==> src/verilog/cc_module_defines.vh <==
// Purpose: constants for one counter array capture/compare module
// Assumes: 8-bit byte writes from the system controller
// Notes:   mode register bit positions and reset values
`ifndef CC_MODULE_DEFINES_VH
`define CC_MODULE_DEFINES_VH

// Mode register bit positions
`define MODE_IRQ_EN_BIT    0
`define MODE_PWM_EN_BIT    1
`define MODE_TOGGLE_BIT    2
`define MODE_MATCH_BIT     3
`define MODE_FALL_BIT      4
`define MODE_RISE_BIT      5
`define MODE_CMP_EN_BIT    6
`define MODE_WIDE_PWM_BIT  7

// Reset values
`define MODE_RESET         8'h00
`define CMP_RESET          8'h00
`define PIN_RESET          1'b0

// Counter limits
`define COUNT_MAX          16'hffff
`define LOW_MAX            8'hff

`endif

==> src/verilog/capture_compare_module.v <==
// Purpose: one capture/compare module of a counter array
// Assumes: shared 16-bit counter and timebase tick come from outside
// Notes:   modes are capture, timer, toggle, frequency, PWM8, PWM16
//
// Notes on behaviour
// - Qualifying pin edge in capture mode copies counter into compare word.
// - Rise and fall enables pick rising, falling, or either edge.
// - Capture sets event flag; interrupt requested when enabled.
// - Event flag is cleared only by software write, never by hardware.
// - Timer mode: counter equal to compare word sets event flag.
// - Low byte write clears compare enable; high byte write sets it.
// - High-speed output mode inverts the pin on each 16-bit match.
// - Entering high-speed output mode sets toggle output to one.
// - Frequency mode: low byte match toggles pin, adds high to low.
// - Frequency mode: high byte zero gives half-period of 256 counts.
// - PWM8: pin goes high when counter low byte equals compare low.
// - PWM8: pin goes low when counter low byte overflows.
// - PWM8: low byte rollover reloads compare low from compare high.
// - PWM enable with toggle and wide clear and no edge bits selects PWM8.
// - PWM8 with compare high zero gives continuous high output.
// - Compare enable clear in PWM mode holds output low.
// - PWM16: high on full 16-bit match, low on counter overflow.
// - PWM enable and wide select, with toggle and edge bits clear, choose PWM16.
// - PWM16 compare 0xffff gives one-count high time per period.
// - Capture needs match, toggle, PWM clear and an edge bit set.
// - Shared counter overflows when wrapping from 0xffff to 0x0000.
// - Event interrupt enable gates the flag onto the interrupt request.
`timescale 1ns/100ps
`include "cc_module_defines.vh"

module capture_compare_module (
   // Clock and reset
   input  wire        clk,
   input  wire        reset_n,
   // Shared counter
   input  wire [15:0] countValue,
   input  wire        countTick,
   // Software register writes
   input  wire        modeWrite,
   input  wire [7:0]  modeWriteData,
   input  wire        lowWrite,
   input  wire        highWrite,
   input  wire [7:0]  byteWriteData,
   input  wire        flagWrite,
   input  wire        flagWriteData,
   // Register read-back
   output wire [7:0]  moduleModeReg,
   output wire [7:0]  compareLowByte,
   output wire [7:0]  compareHighByte,
   output wire        moduleEventFlag,
   output wire        eventIrq,
   // Module pin
   input  wire        moduleIoPinIn,
   output wire        moduleIoPinOut,
   output wire        moduleIoPinOe_n
);

   ////////////////////////////////////////////////////////////////////////
   reg  [7:0]  modeBits;
   reg  [7:0]  cmpLow;
   reg  [7:0]  cmpHigh;
   reg         eventFlag;
   reg         pinOut;
   reg         pinSync1;
   reg         pinSync2;
   reg         pinPrev;
   reg         wasHighSpeed;
   reg  [7:0]  next_cmpLow;
   reg         next_pinOut;
   reg         next_event;

   wire        compareEn  = modeBits[`MODE_CMP_EN_BIT];
   wire        matchEn    = modeBits[`MODE_MATCH_BIT];
   wire        toggleEn   = modeBits[`MODE_TOGGLE_BIT];
   wire        pwmEn      = modeBits[`MODE_PWM_EN_BIT];
   wire        widePwm    = modeBits[`MODE_WIDE_PWM_BIT];
   wire        riseEn     = modeBits[`MODE_RISE_BIT];
   wire        fallEn     = modeBits[`MODE_FALL_BIT];
   wire        irqEn      = modeBits[`MODE_IRQ_EN_BIT];

   ////////////////////////////////////////////////////////////////////////
   // Mode decode
   wire captureMode = ~matchEn & ~toggleEn & ~pwmEn & (riseEn | fallEn);
   wire anyCapBits  = riseEn | fallEn;
   wire timerMode   = ~anyCapBits & compareEn & matchEn & ~toggleEn
                      & ~pwmEn;
   wire hsoMode     = ~anyCapBits & compareEn & matchEn & toggleEn
                      & ~pwmEn;
   wire freqMode    = ~anyCapBits & compareEn & toggleEn & pwmEn;
   wire pwmSel      = ~anyCapBits & ~toggleEn & pwmEn;
   wire pwm8Mode    = pwmSel & ~widePwm;
   wire pwm16Mode   = pwmSel & widePwm;

   // Edge detection on synchronised samples
   wire riseEdge = pinSync2 & ~pinPrev;
   wire fallEdge = ~pinSync2 & pinPrev;
   wire captureHit = captureMode &
                     ((riseEn & riseEdge) | (fallEn & fallEdge));

   // Counter events gated by the timebase tick
   wire [15:0] countNext = countValue + 16'h0001;
   wire fullMatch = countTick & (countValue == {cmpHigh, cmpLow});
   wire lowMatch  = countTick & (countValue[7:0] == cmpLow);
   wire lowOvf    = countTick & (countValue[7:0] == `LOW_MAX);
   wire fullOvf   = countTick & (countValue == `COUNT_MAX);

   // PWM edges look at the count being entered, so that the high time
   // covers the compare count itself
   wire pwm8Match  = countTick & (countNext[7:0] == cmpLow);
   // A compare of 0xffff is entered on the last count: one count high
   wire pwm16Match = countTick & (countNext == {cmpHigh, cmpLow});

   // Frequency step, carry dropped so the offset wraps mod 256
   wire [8:0] lowSum = {1'b0, cmpLow} + {1'b0, cmpHigh};

   ////////////////////////////////////////////////////////////////////////
   // Pin synchroniser
   always @(posedge clk or negedge reset_n) begin
      if (!reset_n) begin
         pinSync1 <= 1'b0;
         pinSync2 <= 1'b0;
         pinPrev  <= 1'b0;
      end else begin
         pinSync1 <= moduleIoPinIn;
         pinSync2 <= pinSync1;
         pinPrev  <= pinSync2;
      end
   end

   ////////////////////////////////////////////////////////////////////////
   // Active mode as a binary code
   localparam [2:0] MODE_IDLE    = 3'h0;
   localparam [2:0] MODE_CAPTURE = 3'h1;
   localparam [2:0] MODE_TIMER   = 3'h2;
   localparam [2:0] MODE_HSO     = 3'h3;
   localparam [2:0] MODE_FREQ    = 3'h4;
   localparam [2:0] MODE_PWM8    = 3'h5;
   localparam [2:0] MODE_PWM16   = 3'h6;

   reg  [2:0]  modeCode;
   reg         pinOe_n;

   // The decodes above are exclusive, so the chain order is free
   always @* begin
      if (captureMode) begin
         modeCode = MODE_CAPTURE;
      end else if (timerMode) begin
         modeCode = MODE_TIMER;
      end else if (hsoMode) begin
         modeCode = MODE_HSO;
      end else if (freqMode) begin
         modeCode = MODE_FREQ;
      end else if (pwm8Mode) begin
         modeCode = MODE_PWM8;
      end else if (pwm16Mode) begin
         modeCode = MODE_PWM16;
      end else begin
         modeCode = MODE_IDLE;
      end
   end

   ////////////////////////////////////////////////////////////////////////
   // Pin drive next value
   always @* begin
      next_pinOut = pinOut;
      case (modeCode)
         MODE_HSO: begin
            if (!wasHighSpeed) begin
               next_pinOut = 1'b1;
            end else if (fullMatch) begin
               next_pinOut = ~pinOut;
            end
         end
         MODE_FREQ: begin
            if (lowMatch) begin
               next_pinOut = ~pinOut;
            end
         end
         MODE_PWM8: begin
            if (!compareEn) begin
               next_pinOut = 1'b0;
            end else if (lowOvf) begin
               // A reloaded zero is entered at once: pin stays high
               next_pinOut = (cmpHigh == 8'h00);
            end else if (pwm8Match) begin
               next_pinOut = 1'b1;
            end
         end
         MODE_PWM16: begin
            if (!compareEn) begin
               next_pinOut = 1'b0;
            end else if (pwm16Match) begin
               next_pinOut = 1'b1;
            end else if (fullOvf) begin
               next_pinOut = 1'b0;
            end
         end
         default: begin
            next_pinOut = pinOut;
         end
      endcase
   end

   ////////////////////////////////////////////////////////////////////////
   // Event flag set request
   always @* begin
      next_event = 1'b0;
      case (modeCode)
         MODE_CAPTURE: begin
            next_event = captureHit;
         end
         MODE_TIMER: begin
            next_event = fullMatch;
         end
         MODE_HSO: begin
            next_event = wasHighSpeed & fullMatch;
         end
         MODE_FREQ: begin
            next_event = matchEn & lowMatch;
         end
         MODE_PWM8: begin
            next_event = matchEn & compareEn & ~lowOvf & pwm8Match;
         end
         MODE_PWM16: begin
            next_event = matchEn & compareEn & pwm16Match;
         end
         default: begin
            next_event = 1'b0;
         end
      endcase
   end

   ////////////////////////////////////////////////////////////////////////
   // Compare low byte hardware update
   always @* begin
      next_cmpLow = cmpLow;
      if (freqMode && lowMatch) begin
         // Wraps mod 256, so a zero offset gives 256 counts
         next_cmpLow = lowSum[7:0];
      end else if (pwm8Mode && compareEn && lowOvf) begin
         next_cmpLow = cmpHigh;
      end
   end

   ////////////////////////////////////////////////////////////////////////
   // Pin output enable, low while the module drives the pin
   always @* begin
      case (modeCode)
         MODE_HSO: begin
            pinOe_n = 1'b0;
         end
         MODE_FREQ: begin
            pinOe_n = 1'b0;
         end
         MODE_PWM8: begin
            pinOe_n = 1'b0;
         end
         MODE_PWM16: begin
            pinOe_n = 1'b0;
         end
         default: begin
            // Released in capture, timer and idle
            pinOe_n = 1'b1;
         end
      endcase
   end

   ////////////////////////////////////////////////////////////////////////
   // Mode register
   always @(posedge clk or negedge reset_n) begin
      if (!reset_n) begin
         modeBits <= `MODE_RESET;
      end else begin
         // A full mode write beats the byte-write side effect
         if (modeWrite) begin
            modeBits <= modeWriteData;
         end else if (lowWrite) begin
            modeBits[`MODE_CMP_EN_BIT] <= 1'b0;
         end else if (highWrite) begin
            modeBits[`MODE_CMP_EN_BIT] <= 1'b1;
         end
      end
   end

   ////////////////////////////////////////////////////////////////////////
   // Compare bytes
   always @(posedge clk or negedge reset_n) begin
      if (!reset_n) begin
         cmpLow  <= `CMP_RESET;
         cmpHigh <= `CMP_RESET;
      end else begin
         // A capture takes precedence over software byte writes
         if (captureHit) begin
            cmpLow  <= countValue[7:0];
            cmpHigh <= countValue[15:8];
         end else begin
            if (lowWrite) begin
               cmpLow <= byteWriteData;
            end else begin
               cmpLow <= next_cmpLow;
            end
            if (highWrite) begin
               cmpHigh <= byteWriteData;
            end
         end
      end
   end

   ////////////////////////////////////////////////////////////////////////
   // Event flag
   always @(posedge clk or negedge reset_n) begin
      if (!reset_n) begin
         eventFlag <= 1'b0;
      end else begin
         // Hardware set wins over a software clear in the same cycle
         if (next_event) begin
            eventFlag <= 1'b1;
         end else if (flagWrite) begin
            eventFlag <= flagWriteData;
         end
      end
   end

   ////////////////////////////////////////////////////////////////////////
   // Pin drive and mode entry tracking
   always @(posedge clk or negedge reset_n) begin
      if (!reset_n) begin
         pinOut       <= `PIN_RESET;
         wasHighSpeed <= 1'b0;
      end else begin
         wasHighSpeed <= hsoMode;
         pinOut       <= next_pinOut;
      end
   end

   ////////////////////////////////////////////////////////////////////////
   // Outputs
   assign moduleModeReg   = modeBits;
   assign compareLowByte  = cmpLow;
   assign compareHighByte = cmpHigh;
   assign moduleEventFlag = eventFlag;
   assign eventIrq        = eventFlag & irqEn;
   assign moduleIoPinOut  = pinOut;
   assign moduleIoPinOe_n = pinOe_n;

endmodule // capture_compare_module

==> config.mk <==
export PLATFORM = sky130hd
export DESIGN_NAME = capture_compare_module
export DESIGN_NICKNAME = d
export VERILOG_FILES = /design/src/verilog/capture_compare_module.v
export VERILOG_INCLUDE_DIRS = /design/src /design/src/verilog
export SDC_FILE = /design/constraint.sdc
export NUM_CORES = 1
export LEC_CHECK = 0
export BUFFER_PORTS_ARGS = -buffer_cell sky130_fd_sc_hd__clkbuf_2
export CAP_MARGIN = 15
export CORE_UTILIZATION = 53
export DETAILED_ROUTE_END_ITERATION = 12
export HOLD_SLACK_MARGIN = 0.03
export PLACE_DENSITY = 0.79
export SLEW_MARGIN = 30
export SYNTH_ARGS = -nofsm -noshare
export SYNTH_HDL_FRONTEND = slang
export SYNTH_SLANG_ARGS = --single-unit
==> constraint.sdc <==
create_clock -name clk -period 3.25 [get_ports clk]
set_input_delay 0.1625 -clock clk [delete_from_list [all_inputs] [get_ports clk]]
set_output_delay 0.1625 -clock clk [all_outputs]
set_load 0.05 [all_outputs]
* After elaboration in Yosys (flattened, before gate mapping) *
Cells that the tools add are included.

word-level totals
  bits in registers = 30
  bits of input ports = 41
  logic and storage cells = 112

operators by class
  add/sub/neg operators = 2
  multiplexer cells = 29
  eq/ne operators = 16
  reductions and logical operators = 11
  bitwise gates (word level) = 44

operators with widths
  kind                                                             count
  8-bit 2-to-1 mux                                                 6
  1-bit AND                                                        33
  16-bit == test                                                   2
  3-bit 2-to-1 mux                                                 6
  16-bit by 1-bit adder with 16-bit output, second input constant  1
  16-bit == test, second input constant                            1
  8-bit == test                                                    2
  1-bit 2-to-1 mux                                                 15
  3-bit == test, second input constant                             3
  1-bit inverter                                                   9
  8-bit adder                                                      1
  8-bit == test, second input constant                             1
  8-bit logical NOT                                                1
  4-bit inequality test, second input constant                     2
  4-bit nonzero test                                               2
  3-bit by 2-bit == test with 1-bit output, second input constant  2
  1-bit one-hot mux with 6 select lines                            1
  5-bit AND reduction                                              1
  1-bit one-hot mux with 4 select lines                            1
  2-bit nonzero test                                               2
  4-bit OR reduction                                               1
  3-bit by 1-bit == test with 1-bit output, second input constant  1
  1-bit logical AND                                                3
  3-bit inequality test, second input constant                     1
  3 further kinds                                                  4

* Depth between registers and ports, before layout *
Gate-level depths: netlist of run 1.

  depth after elaboration = 14
  depth in mapped cells = 11
  mapped depth without buffers = 11

* Worst setup path before layout of run 1 *
No wires, ideal clock.

  kind = flip-flop to flip-flop
  from = reg cmpLow[5] (netlist: compareLowByte[5])
  to = reg pinOut (netlist: moduleIoPinOut)
  period minus slack after synthesis = 2.659 ns
  slack = 0.591 ns
  required time = 3.123 ns
  stages on the path, launching flop included = 8
  arrival time = 2.532 ns
  path through = dfrtp_1 > xor2_1 > or4_4 > nor3_1 > o21ai_0 > a311o_1 > a21oi_2 > mux2_1

on the way
  word-level cells in the longest chain between the ends = 5
  elaborated cells between the ends (all ways) = 16

RTL lines
  what                                   RTL line                      source
  start: declaration                     capture_compare_module.v:60   reg [7:0] cmpLow;
  start signal: assignment               capture_compare_module.v:289  cmpLow <= `CMP_RESET;
  start signal: assignment               capture_compare_module.v:294  cmpLow <= countValue[7:0];
  start signal: assignment               capture_compare_module.v:298  cmpLow <= byteWriteData;
  16-bit == test                         capture_compare_module.v:111  wire pwm16Match = countTick & (countNext == {cmpHigh, cmpLow});
  1-bit AND                              capture_compare_module.v:111
  1-bit 2-to-1 mux                       capture_compare_module.v:192  end else if (pwm16Match) begin
  1-bit 2-to-1 mux                       capture_compare_module.v:190  if (!compareEn) begin
  1-bit one-hot mux with 4 select lines  capture_compare_module.v:166  case (modeCode)
  end signal: assignment                 capture_compare_module.v:328  pinOut <= `PIN_RESET;
  end signal: assignment                 capture_compare_module.v:332  pinOut <= next_pinOut;
  end: declaration                       capture_compare_module.v:63   reg pinOut;

Parallel ways exist; a longest one is shown, timed or not.
A chain may end at the register's enable or synchronous reset.

* Worst setup path in the final report of run 1 *
  from = reg cmpLow[5] (netlist: compareLowByte[5])
  to = reg cmpLow[7] (netlist: compareLowByte[7])

on the way
  word-level cells in the longest chain between the ends = 6
  elaborated cells between the ends (all ways) = 8

RTL lines
  what
  parallel branches: the longest is 6 deep, another holds 8-bit adder

Several ways; the timed one is not identified.

==> run_results.csv, run 1 <==
group,metric,value,unit
placement,place_hpwl,5290,um
clocking,root_buffer,"clkbuf_8",
timing,setup_viol,0,
clocking,htree_levels,2,
setup_path,path_cells,"xor2_1 -> or4_4 -> nor4_4 -> a31oi_1 -> nand2_1 -> o22ai_1 -> a31o_1 -> o21ai_1",
logic_synthesis,yosysUniqueCellTypes,59,
route,drt_wl_total,6820,um
floorplanning,start_util,55.0,%
setup_path,end_kind,"register",
logic_synthesis,synth_seq_area_share,29.1,%
layout,antennaDiodeCount,0,
grt,overflow,0,
power_and_ir_drop,power_frac_seq,35.4,%
setup_path,worstSetupStartpointType,"register",
hold_path,min_path_type,"in2reg",
route,drc,0,
timing,hold_viol_final,0,
setup_path,crit_arrival,2.90,ns
clocking,post_cts_buffers,0,
timing,setup_ws,0.561,ns
clocking,clock-sinks,30,
hold_path,hold_depth,3,
grt,grt_max_degree,31,
run,cap_violations,0,
power_and_ir_drop,pwr-share-clk,20.3,%
layout,layout_commonest_cell,"clkbuf_2",
power_and_ir_drop,combPwrFrac,44.3,%
timing,fin_crit_sh,82.7,%
setup_path,cp_slowest_cell,"or4_4",
power_and_ir_drop,power_switching,626,uW
logic_synthesis,syn_area_per_cell,8.44,um2
layout,fin_area,3010,um2
clocking,clk_latency,0.29,ns
clocking,cts_buffers,5,
route,vias,2537,
grt,grt_pass1_vias,2441,
logic_synthesis,yosysTopAreaCell,"dfrtp_1",
timing,tightest_slew,0.769,ns
route,drt-initial-drc-count,160,
placement,post-place-ws,0.600,ns
timing,skew,0.00742,ns
setup_path,reg2reg_from,"compareLowByte[5]",
layout,final_cells,421,
grt,grt_pass1_wl,11700,um
setup_path,path_buf_inv,0,
floorplanning,io_pins,69,
power_and_ir_drop,swShare,44.3,%
route,detail_route.wl_per_cell,16.2,um
logic_synthesis,synth_flop_cell,"dfrtp_1",
power_and_ir_drop,p_leak,0.00127,uW
layout,drive_gt1_share,25.3,%
setup_path,crit_type,"reg2reg",
logic_synthesis,ys_seq_elements,30,
clocking,cts_tree,"yes",
floorplanning,row_count,25,
floorplanning,core-area,4690,um2
logic_synthesis,synthCells,306,
placement,place_area,2910,um2
logic_synthesis,synth.cell_area,2580,um2
setup_path,cp_max_fo,15,
setup_path,ff2ff_path_depth,8,
logic_synthesis,ys_warn_count,0,
logic_synthesis,yosys-top-cells-area,"dfrtp_1, mux2i_1, xnor2_1",
timing,maxSlewHeadroom,48.8,%
logic_synthesis,syn_nets,356,
floorplanning,die_w,71.8,um
power_and_ir_drop,p_per_area,470,nW/um2
route,drtAntennaViolNets,0,
timing,tns,0,ns
placement,dp_cells,412,
clocking,clockBufferDepth,2,
floorplanning,dieArea,5150,um2
grt,grt_usage,28.9,%
hold_path,hold_start,"modeWriteData[2]",
setup_path,cpLargestDelayFamily,"simple AND/OR/NAND/NOR gates",
outcome,status,"finished clean",
power_and_ir_drop,vdd_drop_max,0.259,mV
logic_synthesis,synthDominantCellAreaShare,29.1,%
layout,nFillCells,417,
route,first_pass_iters,4,
layout,multiInputGateArea,1710,um2
setup_path,cp_slowest_stage_delay,0.57,ns
setup_path,required,3.46,ns
grt,antenna_found_initial,0,
logic_synthesis,synthArstFlopShare,100,%
placement,portBuffers,68,
timing,whs,0.102,ns
placement,gp_congestion,0.852,
layout,layout.nets,417,
floorplanning,die_h,71.8,um
timing,maxSlewViolCount,0,
layout,final_cell_mix,"clkbuf_2, nand2_1, dfrtp_1",
layout,regArea,751,um2
setup_path,r2r_slack,0.56,ns
clocking,clk_pin_slew,0.06,ns
logic_synthesis,synth_edf_count,0,
hold_path,whs_endpoint,"moduleModeReg[2]",
power_and_ir_drop,p_int,788,uW
setup_path,r2r-end,"compareLowByte[7]",
timing,fmax,372,MHz
route,vias_per_cell,6.03,
timing,min_period,2.69,ns
layout,synthToLayoutAreaGrowth,16.6,%
timing,rsz0062_at_grt,"no",
## power by group through the flow
stage	combinational, uW	sequential (uW)	clock, uW
after floorplan	334	628	0
after global placement	605	504	0
after detailed placement	619	506	0
after CTS	625	499	290
after global routing	679	509	307
final	626	501	287
## cells by family after synthesis
family                     synth area share, %
xor gates and xnor gates                  10.2
muxes                                     10.4
buffers and inverters                     4.99
adders and majority gates                 4.65
DFF                                       29.1
and+or+nand+nor                           21.9
AOI/OAI and AO/OA                         18.8
## synthesized netlist by cell type, drive strengths merged, types with 3 or more instances
cell type / instances
nand2: 33
mux2i: 19
and2: 3
nand3b: 3
nor4: 5
ha: 8
inv: 8
o21ai: 26
nand3: 12
buf: 10
xnor2: 21
nor2: 25
nand4: 7
nor2b: 5
mux2: 7
clkbuf: 8
xor2: 9
o211ai: 5
nor3: 8
a31oi: 3
a21oi: 13
dfrtp: 30
## worst min-delay path: stages
cell,delay (ns)
clkbuf_2,0.08
nand2_1,0.04
o21ai_0,0.06
## layout make-up
type	instances	area share (%)
tap	54	2.24
multi-input combinational	250	56.7
sequential	30	24.9
clock inverter	2	0.333
inverter	8	0.998
timing repair buffer	72	12.5
clock buffer	5	2.29
## per-layer routing
layer / vias up / wire, um / track usage, % / part of all wire (%)
met4: 0 / 186 / 12.0 / 2.7
met5: - / 0 / 0 / 0
met1: 1196 / 3150 / 37.6 / 46
li1: 1230 / - / - / -
met2: 92 / 3130 / 47.3 / 46
met3: 19 / 357 / 5.49 / 5.2
## how the worst max path moves through the flow
stage | slack, ns | end | start | depth (start not counted)
3_5_place_dp | 0.60 | compareLowByte[7] | compareLowByte[5] | 8
6_report | 0.56 | compareLowByte[7] | compareLowByte[5] | 8
3_3_place_gp | 0.63 | moduleIoPinOut | compareLowByte[5] | 7
4_1_cts | 0.59 | compareLowByte[7] | compareLowByte[5] | 8
5_1_grt | 0.35 | compareLowByte[7] | compareLowByte[5] | 8
2_1_floorplan | 0.59 | moduleIoPinOut | compareLowByte[5] | 7
## flip-flops by register name (all words and copies together) (netlist names)
signal	count
pinPrev	1
moduleIoPinOut	1
wasHighSpeed	1
pinSync2	1
compareHighByte	8
compareLowByte	8
pinSync1	1
moduleModeReg	8
moduleEventFlag	1
## metrics by stage
step	power (uW)	utilization, %
after global placement	1110	62.1
final	1410	64.2
after CTS	1410	64.2
after global routing	1500	64.2
after detailed placement	1120	62.1
after floorplan	962	-
## timing repair
action,4_1_cts,5_1_grt
hold buffers,2,0
hold endpoints to repair,31,0
gates resized for setup,0,0
(Power assumes the default switching activity.)
==> run 2, diff against run 1 <==
==> constraint.sdc (replaced) <==
create_clock -name clk -period 2.5 [get_ports clk]
set_input_delay 0.125 -clock clk [delete_from_list [all_inputs] [get_ports clk]]
set_output_delay 0.125 -clock clk [all_outputs]
set_load 0.05 [all_outputs]
==> run 2 against run 1 <==
  * Sequential cell count unchanged
  * Via count up 4.3%
  * Utilization up 3.6 points
  * Die area unchanged
  * Routed wire length up 7.3%
  * Worst setup slack worse by 0.47 ns
  * Highest routed layer unchanged
==> run_results.csv, run 2 (synthesized netlist as in run 1, its figures left out) <==
group,metric,value,unit
setup_path,reg2reg_from,"compareLowByte[5]",
placement,post-place-ws,0.0236,ns
timing,hold_viol_final,0,
setup_path,required,2.67,ns
floorplanning,io_pins,69,
timing,fmax,415,MHz
clocking,htree_levels,2,
setup_path,worstSetupStartpointType,"register",
layout,drive_gt1_share,29.8,%
route,drc,0,
clocking,cts_buffers,5,
timing,fin_crit_sh,96.3,%
timing,tightest_slew,0.788,ns
grt,antenna_found_initial,0,
placement,place_hpwl,5450,um
floorplanning,die_h,71.8,um
placement,gp_congestion,0.911,
route,first_pass_iters,4,
clocking,clk_latency,0.29,ns
route,drt-initial-drc-count,231,
grt,grt_pass1_wl,11700,um
timing,setup_viol,0,
layout,final_cell_mix,"clkbuf_2, nand2_1, dfrtp_1",
floorplanning,row_count,25,
hold_path,min_path_type,"in2reg",
setup_path,crit_arrival,2.58,ns
outcome,status,"finished clean",
clocking,clockBufferDepth,2,
grt,overflow,0,
clocking,cts_tree,"yes",
route,drt_wl_total,7320,um
layout,antennaDiodeCount,0,
route,drtAntennaViolNets,0,
setup_path,cp_max_fo,3,
power_and_ir_drop,vdd_drop_max,0.320,mV
route,vias,2645,
power_and_ir_drop,pwr-share-clk,21.2,%
timing,skew,0.00990,ns
floorplanning,dieArea,5150,um2
layout,fin_area,3180,um2
floorplanning,start_util,55.0,%
placement,place_area,3010,um2
timing,tns,0,ns
power_and_ir_drop,swShare,43.2,%
power_and_ir_drop,p_per_area,603,nW/um2
power_and_ir_drop,p_leak,0.00137,uW
power_and_ir_drop,combPwrFrac,45.6,%
power_and_ir_drop,power_frac_seq,33.2,%
timing,setup_ws,0.0915,ns
power_and_ir_drop,p_int,1090,uW
layout,layout.nets,432,
grt,grt_max_degree,31,
hold_path,hold_start,"modeWriteData[6]",
timing,maxSlewHeadroom,47.5,%
power_and_ir_drop,power_switching,828,uW
grt,grt_usage,29.4,%
layout,layout_commonest_cell,"clkbuf_2",
route,vias_per_cell,6.05,
timing,min_period,2.41,ns
layout,synthToLayoutAreaGrowth,23.1,%
clocking,root_buffer,"clkbuf_8",
setup_path,crit_type,"reg2reg",
timing,maxSlewViolCount,0,
setup_path,end_kind,"register",
placement,portBuffers,68,
clocking,clk_pin_slew,0.07,ns
grt,grt_pass1_vias,2482,
clocking,clock-sinks,30,
setup_path,crit_start,"compareLowByte[5]",
floorplanning,core-area,4690,um2
route,detail_route.wl_per_cell,16.8,um
floorplanning,die_w,71.8,um
timing,rsz0062_at_grt,"no",
timing,whs,0.0470,ns
run,cap_violations,0,
## run 2: final timing paths
path | end | slack, ns | depth (start not counted)
setup / recovery | moduleIoPinOut | 0.09 | 7
hold / removal | moduleModeReg[6] | 0.05 | 3
setup reg to reg | moduleIoPinOut | 0.09 | 7
hold reg to reg | pinSync2 | 0.35 | 0
max in group asynchronous | compareLowByte[5] | 1.51 | 2
min in group asynchronous | moduleIoPinOut | 0.45 | 2
## run 2: power by group through the flow
stage                     Combinational [uW]  Clock, uW  Sequential (uW)
after floorplan                          436          0              818
after detailed placement                 854          0              643
after global placement                   839          0              638
after CTS                                861        414              634
after global routing                     943        434              644
final                                    873        406              636
## run 2: layout make-up
| cell class | instances | area, um2 |
|---|---|---|
| clock buffers | 7 | 86.3 |
| repair buffers | 87 | 502 |
| multi-input cells | 250 | 1730 |
| clock inverters | 1 | 5.00 |
| flip-flops and latches | 30 | 754 |
| inverters | 8 | 30.0 |
| well taps | 54 | 67.6 |
| fillers | 406 | 1510 |
## run 2: through the flow
stage / cells / util (%) / total power (uW)
3_5_place_dp: 422 / 64.1 / 1500
3_3_place_gp: 422 / 64.1 / 1480
4_1_cts: 432 / 66.5 / 1910
2_1_floorplan: 306 / - / 1250
6_report: 437 / 67.7 / 1920
5_1_grt: 437 / 67.7 / 2020
## run 2: what timing repair did
action / 4_1_cts / 5_1_grt
setup buffers: 0 / 4
endpoints found under the setup margin: 0 / 3
resized for setup: 0 / 4
hold buffers: 2 / 0
endpoints found under the hold margin: 31 / 0
## run 2: critical path, stage by stage (launching register included)
cell	delay, ns
dfrtp_2	0.41
xor2_1	0.17
or4_4	0.59
nor3_4	0.16
o21ai_0	0.13
a311o_1	0.37
a21oi_2	0.13
mux2_1	0.34
## run 2: per-layer routing
metal,vias to the layer above,GRT usage (%),routed length (um)
li1,1259,-,-
met1,1247,36.5,3120
met2,115,51.5,3550
met3,24,4.92,446
met4,0,10.0,207
met5,-,0,0
==> run 3, diff against run 2 <==
--- a/config.mk
+++ b/config.mk
@@ -8,10 +8,12 @@
 export LEC_CHECK = 0
 export BUFFER_PORTS_ARGS = -buffer_cell sky130_fd_sc_hd__clkbuf_2
 export CAP_MARGIN = 15
-export CORE_UTILIZATION = 53
+export CELL_PAD_IN_SITES_DETAIL_PLACEMENT = 0
+export CELL_PAD_IN_SITES_GLOBAL_PLACEMENT = 2
+export CORE_UTILIZATION = 31
 export DETAILED_ROUTE_END_ITERATION = 12
 export HOLD_SLACK_MARGIN = 0.03
-export PLACE_DENSITY = 0.79
+export PLACE_DENSITY = 0.8
 export SLEW_MARGIN = 30
 export SYNTH_ARGS = -nofsm -noshare
 export SYNTH_HDL_FRONTEND = slang
==> run 3 against run 2 <==
  * Fmax grew 1.5%
  * Sequential share of layout area down 0.74 points
  * Non-clock buffer count rose by 5
  * Register-to-register slack better by 0.04 ns
  * Die area increased by 69%
  * Worst setup slack improved by 0.035 ns
  * Critical path type unchanged
  * Largest cell class unchanged
==> run_results.csv, run 3 (synthesized netlist as in run 1, its figures left out) <==
group,metric,value,unit
outcome,status,"finished clean",
layout,fin_area,3290,um2
power_and_ir_drop,p_leak,0.00139,uW
clocking,htree_levels,2,
placement,post-place-ws,0.0808,ns
grt,grt_pass1_vias,2488,
route,first_pass_iters,4,
timing,hold_viol_final,0,
power_and_ir_drop,vdd_drop_max,0.352,mV
power_and_ir_drop,swShare,43.9,%
run,cap_violations,0,
hold_path,min_path_type,"in2reg",
layout,synthToLayoutAreaGrowth,27.5,%
layout,antennaDiodeCount,0,
timing,fmax,421,MHz
layout,nFillCells,835,
placement,place_hpwl,6320,um
power_and_ir_drop,p_per_area,585,nW/um2
timing,tns,0,ns
placement,dp_cells,478,
grt,grt_pass1_wl,13000,um
setup_path,end_kind,"register",
layout,drive_gt1_share,31.4,%
timing,maxSlewViolCount,0,
floorplanning,die_h,93.3,um
grt,grt_max_degree,31,
setup_path,crit_arrival,2.54,ns
route,vias,2543,
timing,tightest_slew,0.781,ns
floorplanning,start_util,32.7,%
timing,setup_viol,0,
placement,place_area,3140,um2
clocking,clk_latency,0.28,ns
timing,skew,0.00954,ns
timing,min_period,2.37,ns
power_and_ir_drop,combPwrFrac,46.7,%
timing,whs,0.0643,ns
timing,setup_ws,0.127,ns
power_and_ir_drop,p_int,1080,uW
setup_path,cp_slowest_cell,"dfrtp_2",
clocking,clock-sinks,30,
floorplanning,row_count,32,
route,route.met2.wl,3660,um
clocking,root_buffer,"clkbuf_8",
setup_path,path_buf_inv,0,
floorplanning,core-area,7890,um2
timing,fin_crit_sh,94.9,%
timing,maxSlewHeadroom,47.9,%
floorplanning,die_w,93.3,um
power_and_ir_drop,power_frac_seq,33.1,%
layout,layout_commonest_cell,"clkbuf_2",
route,drc,0,
floorplanning,dieArea,8700,um2
route,wl_met3,371,um
grt,grt_usage,19.5,%
setup_path,cpLargestDelayFamily,"compound AO/OA/AOI/OAI gates",
placement,portBuffers,68,
setup_path,worstSetupStartpointType,"register",
setup_path,crit_type,"reg2reg",
power_and_ir_drop,pwr-share-clk,20.2,%
grt,antenna_found_initial,0,
setup_path,required,2.67,ns
layout,final_cell_mix,"clkbuf_2, nand2_1, nor2_1, dfrtp_1, o21ai_0",
layout,layout.nets,437,
route,wl_met1,3830,um
layout,final_cells,490,
route,drtAntennaViolNets,0,
clocking,cts_buffers,5,
setup_path,cp_max_fo,6,
setup_path,path_cells,"xnor2_2 -> nor2_1 -> o32ai_1 -> o2111ai_1 -> and3_1 -> a311o_1 -> a21oi_2 -> mux2_1",
route,drt_wl_total,7980,um
route,drt-initial-drc-count,120,
grt,overflow,0,
route,top_layer_used,"met4",
power_and_ir_drop,power_switching,846,uW
placement,gp_congestion,0.864,
route,vias_per_cell,5.19,
floorplanning,io_pins,69,
clocking,cts_tree,"yes",
route,detail_route.wl_per_cell,16.3,um
clocking,clockBufferDepth,2,
setup_path,cp_slowest_stage_delay,0.47,ns
clocking,clk_pin_slew,0.07,ns
run 3: timing repair:
| action | in CTS | in global routing |
|---|---|---|
| endpoints found under the hold margin | 31 | 0 |
| hold buffers | 2 | 0 |
| setup buffers | 0 | 2 |
| gates resized for setup | 0 | 7 |
| endpoints found under the setup margin | 0 | 5 |
run 3: path summary, 6_finish.rpt:
path	startpoint	slack, ns	depth (start not counted)	end
worst max register to register	compareLowByte[2]	0.13	8	moduleIoPinOut
min in group asynchronous	reset_n	0.45	2	pinSync1
worst min register to register	pinSync1	0.37	0	pinSync2
worst min-delay path	modeWriteData[2]	0.06	3	moduleModeReg[2]
max in group asynchronous	reset_n	1.51	2	compareLowByte[3]
worst max-delay path	compareLowByte[2]	0.13	8	moduleIoPinOut
run 3: metal layers:
layer	track usage, %	vias up
met5	0	-
met4	4.87	0
met3	3.98	8
met2	31.7	68
met1	26.3	1195
li1	-	1272
run 3: cell type report:
class	instances	area, um2	share of cell area (%)
timing repair buffer	92	554	16.8
clock buffer	6	72.6	2.21
multi-input combinational	250	1740	52.9
inverter	8	30.0	0.913
tap	102	128	3.88
clock inverter	2	10.0	0.304
sequential	30	757	23.0
run 3: worst register-to-register path: stages (launching register included):
cell,delay [ns]
dfrtp_2,0.47
xnor2_2,0.17
nor2_1,0.06
o32ai_1,0.34
o2111ai_1,0.24
and3_1,0.25
a311o_1,0.32
a21oi_2,0.11
mux2_1,0.32
run 3: stage by stage:
step	util (%)	total power, uW
final	41.7	1930
after global routing	41.7	2060
after CTS	41.1	1920
after detailed placement	39.8	1520
after global placement	39.8	1520
after floorplan	-	1250
run 3: power groups by stage:
stage                     combinational [uW]  sequential, uW  clock, uW
after CTS                                884             638        399
final                                    900             637        389
after detailed placement                 877             647          0
after global routing                     981             648        427
after global placement                   873             645          0
after floorplan                          436             818          0
